$ cat src/pcs_pkg.sv
// Constants for the auxiliary chip-select strobe port.
// Assumes an SFR bus on the core clock and an external data bus view.
//
// Functional notes
// Each pin has 2-bit function and length fields, two pins per byte.
// Function 00 makes the pin a plain output driven from the port data.
// Function 01 is a read strobe and 11 a read/write strobe, in range only.
// Function 10 is a write strobe on external writes inside the range.
// The range comes from the pin's 16-bit base and its compare length.
// Each strobe pin has an 8-bit low and an 8-bit high base register.
// Compare codes 00, 01, 10, 11 compare 16, 15, 14 and 8 high address bits.
// A write in range drives a write strobe; 1234H at 14 bits spans four.
// A strobe is active low unless its invert bit in extended control is set.
// Port data drives only general-output pins; strobe pins keep strobing.
// Pins 2 and 3 use the same compare-length encoding as pins 0 and 1.
// Accesses above 255 go to the bus; 0 to 255 go to RAM only if enabled.
package pcs_pkg;

  // ----------------------------------------------------------------
  // Register addresses
  // ----------------------------------------------------------------
  localparam logic [7:0] ADDR_BASE0_LO = 8'hB0;
  localparam logic [7:0] ADDR_BASE0_HI = 8'hB1;
  localparam logic [7:0] ADDR_BASE1_LO = 8'hB2;
  localparam logic [7:0] ADDR_BASE1_HI = 8'hB3;
  localparam logic [7:0] ADDR_BASE3_LO = 8'hB4;
  localparam logic [7:0] ADDR_BASE3_HI = 8'hB5;
  localparam logic [7:0] ADDR_BASE2_LO = 8'hB6;
  localparam logic [7:0] ADDR_BASE2_HI = 8'hB7;
  localparam logic [7:0] ADDR_CTRL_LO  = 8'hC2;
  localparam logic [7:0] ADDR_CTRL_HI  = 8'hC3;
  localparam logic [7:0] ADDR_EXT_CTRL = 8'hAE;
  localparam logic [7:0] ADDR_PORT     = 8'hD8;

  // ----------------------------------------------------------------
  // Reset values and field layout
  // ----------------------------------------------------------------
  localparam logic [7:0]  RST_BYTE     = 8'h00;
  localparam logic [3:0]  RST_PORT     = 4'hF;
  localparam int          INV_LSB      = 4;
  localparam logic [15:0] AUX_RAM_TOP  = 16'h00FF;

  // Function field codes
  localparam logic [1:0] FN_GPIO  = 2'h0;
  localparam logic [1:0] FN_READ  = 2'h1;
  localparam logic [1:0] FN_WRITE = 2'h2;
  localparam logic [1:0] FN_RDWR  = 2'h3;

  // Compare-length masks
  localparam logic [15:0] MASK_16 = 16'hFFFF;
  localparam logic [15:0] MASK_15 = 16'hFFFE;
  localparam logic [15:0] MASK_14 = 16'hFFFC;
  localparam logic [15:0] MASK_8  = 16'hFF00;

endpackage : pcs_pkg

$ cat src/pcs_port.sv
// Auxiliary four-pin port with address-decoded chip-select strobes.
// Assumes the core drives SFR writes/reads and external data access
// strobes on clk; strobe outputs are combinational from the bus.
`timescale 1ns/1ps
module pcs_port #(
  parameter int NUM_PINS = 4
) (
  input  wire logic        clk,
  input  wire logic        rst,
  input  wire logic        sfr_wr,
  input  wire logic        sfr_rd,
  input  wire logic [7:0]  sfr_addr,
  input  wire logic [7:0]  sfr_wdata,
  output logic      [7:0]  sfr_rdata,
  output logic             sfr_hit,
  input  wire logic        aux_ram_en,
  input  wire logic        xd_rd,
  input  wire logic        xd_wr,
  input  wire logic [15:0] xd_addr,
  output logic             xd_to_bus,
  output logic      [3:0]  pin_out
);

  // ----------------------------------------------------------------
  // Parameter check
  // ----------------------------------------------------------------
  // Two control bytes hold fields for exactly four pins
  if (NUM_PINS != 4) begin : g_pin_count
    $error("pcs_port serves exactly four pins");
  end

  // ----------------------------------------------------------------
  // Register state
  // ----------------------------------------------------------------
  logic [7:0] base_lo_r  [4];
  logic [7:0] base_lo_nxt[4];
  logic [7:0] base_hi_r  [4];
  logic [7:0] base_hi_nxt[4];
  logic [7:0] ctrl_lo_r, ctrl_lo_nxt;
  logic [7:0] ctrl_hi_r, ctrl_hi_nxt;
  logic [7:0] ext_ctrl_r, ext_ctrl_nxt;
  logic [3:0] port_r, port_nxt;

  // Compare mask from a compare-length code
  function automatic logic [15:0] len_mask(input logic [1:0] code);
    case (code)
      2'h0:    len_mask = pcs_pkg::MASK_16;
      2'h1:    len_mask = pcs_pkg::MASK_15;
      2'h2:    len_mask = pcs_pkg::MASK_14;
      default: len_mask = pcs_pkg::MASK_8;
    endcase
  endfunction : len_mask

  // Map a base-register address to a pin and byte half
  function automatic logic [2:0] base_sel(input logic [7:0] a);
    if (a == pcs_pkg::ADDR_BASE0_LO) base_sel = 3'h0;
    else if (a == pcs_pkg::ADDR_BASE0_HI) base_sel = 3'h1;
    else if (a == pcs_pkg::ADDR_BASE1_LO) base_sel = 3'h2;
    else if (a == pcs_pkg::ADDR_BASE1_HI) base_sel = 3'h3;
    else if (a == pcs_pkg::ADDR_BASE2_LO) base_sel = 3'h4;
    else if (a == pcs_pkg::ADDR_BASE2_HI) base_sel = 3'h5;
    else if (a == pcs_pkg::ADDR_BASE3_LO) base_sel = 3'h6;
    else base_sel = 3'h7;
  endfunction : base_sel

  // Function and compare-length fields of one pin in its control byte
  function automatic logic [1:0] fn_field(input logic [7:0] c,
                                          input logic       odd);
    fn_field = odd ? c[7:6] : c[3:2];
  endfunction : fn_field

  function automatic logic [1:0] len_field(input logic [7:0] c,
                                           input logic       odd);
    len_field = odd ? c[5:4] : c[1:0];
  endfunction : len_field

  // Strobe activity of one pin from its function code
  function automatic logic strobe_on(input logic [1:0] f,
                                     input logic       hit,
                                     input logic       rd,
                                     input logic       wr);
    case (f)
      pcs_pkg::FN_READ:  strobe_on = hit && rd;
      pcs_pkg::FN_WRITE: strobe_on = hit && wr;
      pcs_pkg::FN_RDWR:  strobe_on = hit && (rd || wr);
      default:           strobe_on = 1'b0;
    endcase
  endfunction : strobe_on

  logic is_base;
  assign is_base = (sfr_addr[7:4] == pcs_pkg::ADDR_BASE0_LO[7:4]) &&
                   (sfr_addr[3] == 1'b0);

  // ----------------------------------------------------------------
  // Register writes
  // ----------------------------------------------------------------
  always_comb begin
    logic [2:0] s;
    s = base_sel(sfr_addr);
    for (int i = 0; i < NUM_PINS; i++) begin
      base_lo_nxt[i] = base_lo_r[i];
      base_hi_nxt[i] = base_hi_r[i];
    end
    ctrl_lo_nxt  = ctrl_lo_r;
    ctrl_hi_nxt  = ctrl_hi_r;
    ext_ctrl_nxt = ext_ctrl_r;
    port_nxt     = port_r;
    if (sfr_wr) begin
      if (is_base) begin
        if (s[0]) base_hi_nxt[s[2:1]] = sfr_wdata;
        else base_lo_nxt[s[2:1]] = sfr_wdata;
      end else if (sfr_addr == pcs_pkg::ADDR_CTRL_LO) begin
        ctrl_lo_nxt = sfr_wdata;
      end else if (sfr_addr == pcs_pkg::ADDR_CTRL_HI) begin
        ctrl_hi_nxt = sfr_wdata;
      end else if (sfr_addr == pcs_pkg::ADDR_EXT_CTRL) begin
        ext_ctrl_nxt = sfr_wdata;
      end else if (sfr_addr == pcs_pkg::ADDR_PORT) begin
        port_nxt = sfr_wdata[3:0];
      end
    end
  end

  always_ff @(posedge clk) begin
    if (rst) begin
      for (int i = 0; i < NUM_PINS; i++) begin
        base_lo_r[i] <= pcs_pkg::RST_BYTE;
        base_hi_r[i] <= pcs_pkg::RST_BYTE;
      end
      ctrl_lo_r  <= pcs_pkg::RST_BYTE;
      ctrl_hi_r  <= pcs_pkg::RST_BYTE;
      ext_ctrl_r <= pcs_pkg::RST_BYTE;
      port_r     <= pcs_pkg::RST_PORT;
    end else begin
      base_lo_r  <= base_lo_nxt;
      base_hi_r  <= base_hi_nxt;
      ctrl_lo_r  <= ctrl_lo_nxt;
      ctrl_hi_r  <= ctrl_hi_nxt;
      ext_ctrl_r <= ext_ctrl_nxt;
      port_r     <= port_nxt;
    end
  end

  // ----------------------------------------------------------------
  // Register reads
  // ----------------------------------------------------------------
  logic [7:0] rdata_nxt;
  logic [7:0] rdata_r;
  logic       hit_c;

  always_comb begin
    logic [2:0] s;
    s         = base_sel(sfr_addr);
    rdata_nxt = rdata_r;
    hit_c     = 1'b1;
    if (is_base) begin
      rdata_nxt = s[0] ? base_hi_r[s[2:1]] : base_lo_r[s[2:1]];
    end else if (sfr_addr == pcs_pkg::ADDR_CTRL_LO) begin
      rdata_nxt = ctrl_lo_r;
    end else if (sfr_addr == pcs_pkg::ADDR_CTRL_HI) begin
      rdata_nxt = ctrl_hi_r;
    end else if (sfr_addr == pcs_pkg::ADDR_EXT_CTRL) begin
      rdata_nxt = ext_ctrl_r;
    end else if (sfr_addr == pcs_pkg::ADDR_PORT) begin
      rdata_nxt = {4'h0, pin_out};
    end else begin
      rdata_nxt = pcs_pkg::RST_BYTE;
      hit_c     = 1'b0;
    end
    if (!sfr_rd) rdata_nxt = rdata_r;
  end

  always_ff @(posedge clk) begin
    if (rst) rdata_r <= pcs_pkg::RST_BYTE;
    else rdata_r <= rdata_nxt;
  end

  assign sfr_rdata = rdata_r;
  assign sfr_hit   = hit_c;

  // ----------------------------------------------------------------
  // Strobe decode and pin drive
  // ----------------------------------------------------------------
  logic [1:0] fn  [4];
  logic [1:0] len [4];

  always_comb begin
    fn[0]  = fn_field(ctrl_lo_r, 1'b0);
    len[0] = len_field(ctrl_lo_r, 1'b0);
    fn[1]  = fn_field(ctrl_lo_r, 1'b1);
    len[1] = len_field(ctrl_lo_r, 1'b1);
    fn[2]  = fn_field(ctrl_hi_r, 1'b0);
    len[2] = len_field(ctrl_hi_r, 1'b0);
    fn[3]  = fn_field(ctrl_hi_r, 1'b1);
    len[3] = len_field(ctrl_hi_r, 1'b1);
  end

  // Low page goes to auxiliary RAM only while it is enabled
  assign xd_to_bus = (xd_addr > pcs_pkg::AUX_RAM_TOP) || !aux_ram_en;

  // Full 16-bit base address of each pin
  logic [15:0] base_w [4];

  always_comb begin
    for (int i = 0; i < NUM_PINS; i++) begin
      base_w[i] = {base_hi_r[i], base_lo_r[i]};
    end
  end

  always_comb begin
    logic [15:0] m;
    logic        hit;
    logic        act;
    m   = pcs_pkg::MASK_16;
    hit = 1'b0;
    act = 1'b0;
    for (int i = 0; i < NUM_PINS; i++) begin
      m   = len_mask(len[i]);
      hit = ((xd_addr & m) == (base_w[i] & m)) && xd_to_bus;
      act = strobe_on(fn[i], hit, xd_rd, xd_wr);
      if (fn[i] == pcs_pkg::FN_GPIO) pin_out[i] = port_r[i];
      else pin_out[i] = act ~^ ext_ctrl_r[pcs_pkg::INV_LSB + i];
    end
  end

endmodule : pcs_port

$ cat config.mk
export PLATFORM = sky130hd
export DESIGN_NAME = pcs_port
export DESIGN_NICKNAME = d
export VERILOG_FILES = /design/src/pcs_pkg.sv /design/src/pcs_port.sv
export SDC_FILE = /design/constraint.sdc
export NUM_CORES = 1
export LEC_CHECK = 0
export BUFFER_PORTS_ARGS = -buffer_cell sky130_fd_sc_hd__buf_2
export CORE_ASPECT_RATIO = 0.5
export CORE_UTILIZATION = 55
export CTS_CLUSTER_DIAMETER = 40
export DETAILED_ROUTE_END_ITERATION = 8
export GPL_ROUTABILITY_DRIVEN = 0
export PLACE_DENSITY = 0.75
export SKIP_CTS_REPAIR_TIMING = 1
export SYNTH_ARGS = -nofsm -noshare
export SYNTH_HDL_FRONTEND = slang
export SYNTH_SLANG_ARGS = --single-unit
$ cat constraint.sdc
create_clock -name clk -period 2.1 [get_ports clk]
set_input_delay 0.315 -clock clk [delete_from_list [all_inputs] [get_ports clk]]
set_output_delay 0.315 -clock clk [all_outputs]
set_load 0.05 [all_outputs]
==> flow_summary.yaml <==
floorplan:
  start_util_pct: 58.53
  die_y_extent_um: 74.06
  row_count: 25
  dieArea_um2: 10820
  core_area_um2: 9759
  die_x_um: 146.1
  pin_count: 53
layout:
  antennaDiodeCount: 0
  final_net_count: 816
  fill_cells: 656
  fin_area_um2: 7447
  fin_util_pct: 76.31
  count_of_placed_standard_cells_in_the_final_layout_fillers_left_out: 917
  drive_gt1_share_pct: 31.46
  syn2layout_area_growth_pct: 30.38
global_routing:
  first_global_vias: 5247
  maximum_number_of_pins_on_one_net_before_global_route_repair: 97
  globalRoute.totalOverflow: 0
  grt_first_pass_wirelength_um: 29100
  initial_antenna_violation_count: 0
  gr-usage-all-layers_pct: 36.04
critical_path:
  rrSetupSlack_ns: -0.21
  crit_type: "reg2out"
  timing.critical_path.from: "base_lo_r[5]"
  r2r.worst_path.cells: 7
  critPathLaunchType: "register"
  critPathCapture: "pin_out[3]"
  rr_endpoint: "sfr_rdata[3]"
  regToRegStartpoint: "base_lo_r[5]"
  worstPathMaxFanout: 2
  worstSetupEndpointType: "primary output"
  worstPathArrival_ns: 2.50
  critPathRequiredTime_ns: 1.78
sta:
  hold_violations: 0
  rsz0062_at_grt: "true"
  fraction_of_the_cycle_the_final_worst_path_needs_pct: 134.0
  tightest_slew_ns: 1.010
  slew_violations: 0
  setup-violations-final: 5
  relSlewSlack_pct: 32.70
  final.setup_skew_ns: 0.007548
  highest_achievable_clock_rate_mhz: 355.3
  layout_setup_ws_ns: -0.7144
  period_needed_ns: 2.814
  setup_tns_ns: -2.113
  whs_ns: 0.2919
clocking:
  cts-buffers-inserted: 9
  htree_levels: 3
  clock_insertion_delay_worst_skew_ns: 0.36
  clock_transition_time_at_the_flip_flop_clock_pins_of_the_worst_setup_and_hold_paths_ns: 0.07
  cts_root_buffer: "sky130_fd_sc_hd__clkbuf_16"
  cts_tree: "yes"
  tritoncts_num_sinks: 100
  cts-root-to-sink-buffers: 2
routing:
  vias_per_cell: 6.183
  drt_first_iter_violations: 774
  detailroute.via_count: 5670
  postRouteWirelength_um: 19480
  detail-route-antenna-nets: 0
  drcViolationCount: 0
  detail_route.wl_per_cell_um: 21.25
  drtPass1Iterations: 7
synthesis:
  post_synth_mux_area_share_pct: 18.73
  async_reset_ff_share_pct: 0
  synth_top_family_by_area: "simple AND/OR/NAND/NOR gates"
  dominantRegCellSynth: "sky130_fd_sc_hd__dfxtp_1"
  post_synthesis_share_of_cell_area_spent_on_full_adders_half_adders_and_majority_gates_pct: 0
  synth-seq-cells: 100
  synth.yosys.seq_area_share_pct: 35.05
  yosys.area_share.xor_xnor_pct: 10.43
  synth_compound_area_share_pct: 11.85
  yosys_warnings: 0
  postSynthNetCount: 683
  postSynthAreaPerCell_um2: 8.869
  post_synth_design_cell_area_um2: 5712
  yosys.area_share.simple_pct: 20.39
  synth_edf_count: 0
  post_synth_num_cell_types: 66
  postSynthCellCount: 644
pwr:
  max-vdd-ir-drop_mv: 0.3859
  power.static_leakage_nw: 3.114
  power_density_relative_to_cell_area_nw_per_um2: 537.8
  power.total_mw: 4.005
worst_hold_path:
  hold_path.startpoint: "sfr_rd"
  hold_class: "in2reg"
  hold-path-cell-count: 2
placed_design:
  placed_cell_areas_um2: 6954
  detailed_place_hpwl_um: 13460
  post-place-ws_ns: -0.5843
  numPortBuffers: 52
  place.detailed.instances: 901
status:
  status: "complete, but fails checks"
  violations: "setup timing"
job:
  maxCapViolCount: 0
[worst max-delay path, cell delays in order, from the launching register on]
cell                      delay [ns]
sky130_fd_sc_hd__dfxtp_2        0.33
sky130_fd_sc_hd__xor2_1         0.16
sky130_fd_sc_hd__nor4_2         0.39
sky130_fd_sc_hd__a32oi_1        0.18
sky130_fd_sc_hd__or4_4          0.61
sky130_fd_sc_hd__xnor2_4        0.18
sky130_fd_sc_hd__o21ai_4        0.12
sky130_fd_sc_hd__buf_6          0.17
[layout make-up]
| cell class | instances | area [um^2] | area share, % |
|---|---|---|---|
| inverters | 2 | 7.507 | 0.1008 |
| flip-flops and latches | 100 | 2018 | 27.10 |
| well taps | 135 | 168.9 | 2.268 |
| multi-input cells | 495 | 3757 | 50.45 |
| clock buffers | 12 | 246.5 | 3.310 |
| repair buffers | 169 | 1216 | 16.33 |
| clock inverters | 4 | 32.53 | 0.4368 |
[cell families (layout without fill, tap and decap cells)]
| logic type | count (synthesis) | after routing |
|---|---|---|
| XOR/XNOR | 68 | 68 |
| flip-flops | 100 | 100 |
| AND/OR/NAND/NOR | 228 | 228 |
| multiplexers | 97 | 97 |
| buffers and inverters | 49 | 187 |
| AO/OA/AOI/OAI | 102 | 102 |
[cell usage in the layout (no fill, tap or decap), types with 8 or more instances in the layout]
cell                        Yosys  final
sky130_fd_sc_hd__a211oi_1       9      9
sky130_fd_sc_hd__a21oi_1       27     26
sky130_fd_sc_hd__buf_2          9     47
sky130_fd_sc_hd__buf_4          0    113
sky130_fd_sc_hd__clkbuf_16      0      9
sky130_fd_sc_hd__dfxtp_1      100     87
sky130_fd_sc_hd__dfxtp_2        0     13
sky130_fd_sc_hd__mux2i_1       84     84
sky130_fd_sc_hd__nand2_1       48     48
sky130_fd_sc_hd__nand2b_1       8      8
sky130_fd_sc_hd__nand3_1       11     10
sky130_fd_sc_hd__nand4_1       10     10
sky130_fd_sc_hd__nor2_1       103     99
sky130_fd_sc_hd__o21ai_0        9      9
sky130_fd_sc_hd__o21ai_1       15     11
sky130_fd_sc_hd__xnor2_1       38     31
sky130_fd_sc_hd__xor2_1        30     28
[where the power goes]
part	internal (mW)	leakage [nW]	total (mW)	switching, mW
combinational	0.178	2.17	0.486	0.307
sequential	1.90	0.813	1.91	0.00442
clock	0.845	0.129	1.61	0.769
total	2.92	3.11	4.00	1.08
[cell usage after synthesis, types with 4 or more instances]
cell	n	area share (%)
sky130_fd_sc_hd__dfxtp_1	100	35
sky130_fd_sc_hd__nand4_1	10	1.1
sky130_fd_sc_hd__nand2_1	48	3.2
sky130_fd_sc_hd__xor2_1	30	4.6
sky130_fd_sc_hd__clkbuf_1	36	2.4
sky130_fd_sc_hd__nor2_1	103	6.8
sky130_fd_sc_hd__a221oi_1	4	0.61
sky130_fd_sc_hd__nor3_4	4	1.1
sky130_fd_sc_hd__nand3b_1	5	0.66
sky130_fd_sc_hd__nand3_1	11	0.96
sky130_fd_sc_hd__a31oi_1	5	0.55
sky130_fd_sc_hd__mux4_2	7	2.8
sky130_fd_sc_hd__buf_2	9	0.79
sky130_fd_sc_hd__mux2_1	4	0.79
sky130_fd_sc_hd__o21ai_1	15	1.3
sky130_fd_sc_hd__a211o_1	5	0.77
sky130_fd_sc_hd__nor4_1	7	0.77
sky130_fd_sc_hd__nand2b_1	8	0.88
sky130_fd_sc_hd__a21oi_1	27	2.4
sky130_fd_sc_hd__nor2b_1	7	0.77
sky130_fd_sc_hd__a211oi_1	9	1.2
sky130_fd_sc_hd__o21ai_0	9	0.79
sky130_fd_sc_hd__mux2i_1	84	15
sky130_fd_sc_hd__xnor2_1	38	5.8
[per-layer routing]
metal,vias up,track usage [%],routed length (um)
met5,-,0,0
met4,0,14.58,543
met2,374,56.99,8411
met1,2680,46.17,8070
li1,2542,-,-
met3,74,12.15,2457
[sequential cells by signal, summed over array words and instances, names as in the netlist]
register and count:
sfr_rdata 8, base_lo_r 32, ctrl_lo_r 8, port_r 4, ext_ctrl_r 8, ctrl_hi_r 8
base_hi_r 32
[how the worst min path moves through the flow]
| stage | to | slack (ns) |
|---|---|---|
| CTS | sfr_rdata[5] | 0.29 |
| detailed placement | ext_ctrl_r[0] | 0.46 |
| finish | sfr_rdata[5] | 0.29 |
| global route | sfr_rdata[5] | 0.32 |
| floorplan | ext_ctrl_r[0] | 0.43 |
| global placement | ext_ctrl_r[0] | 0.45 |
No activity file was read; power rests on OpenSTA's default activity.
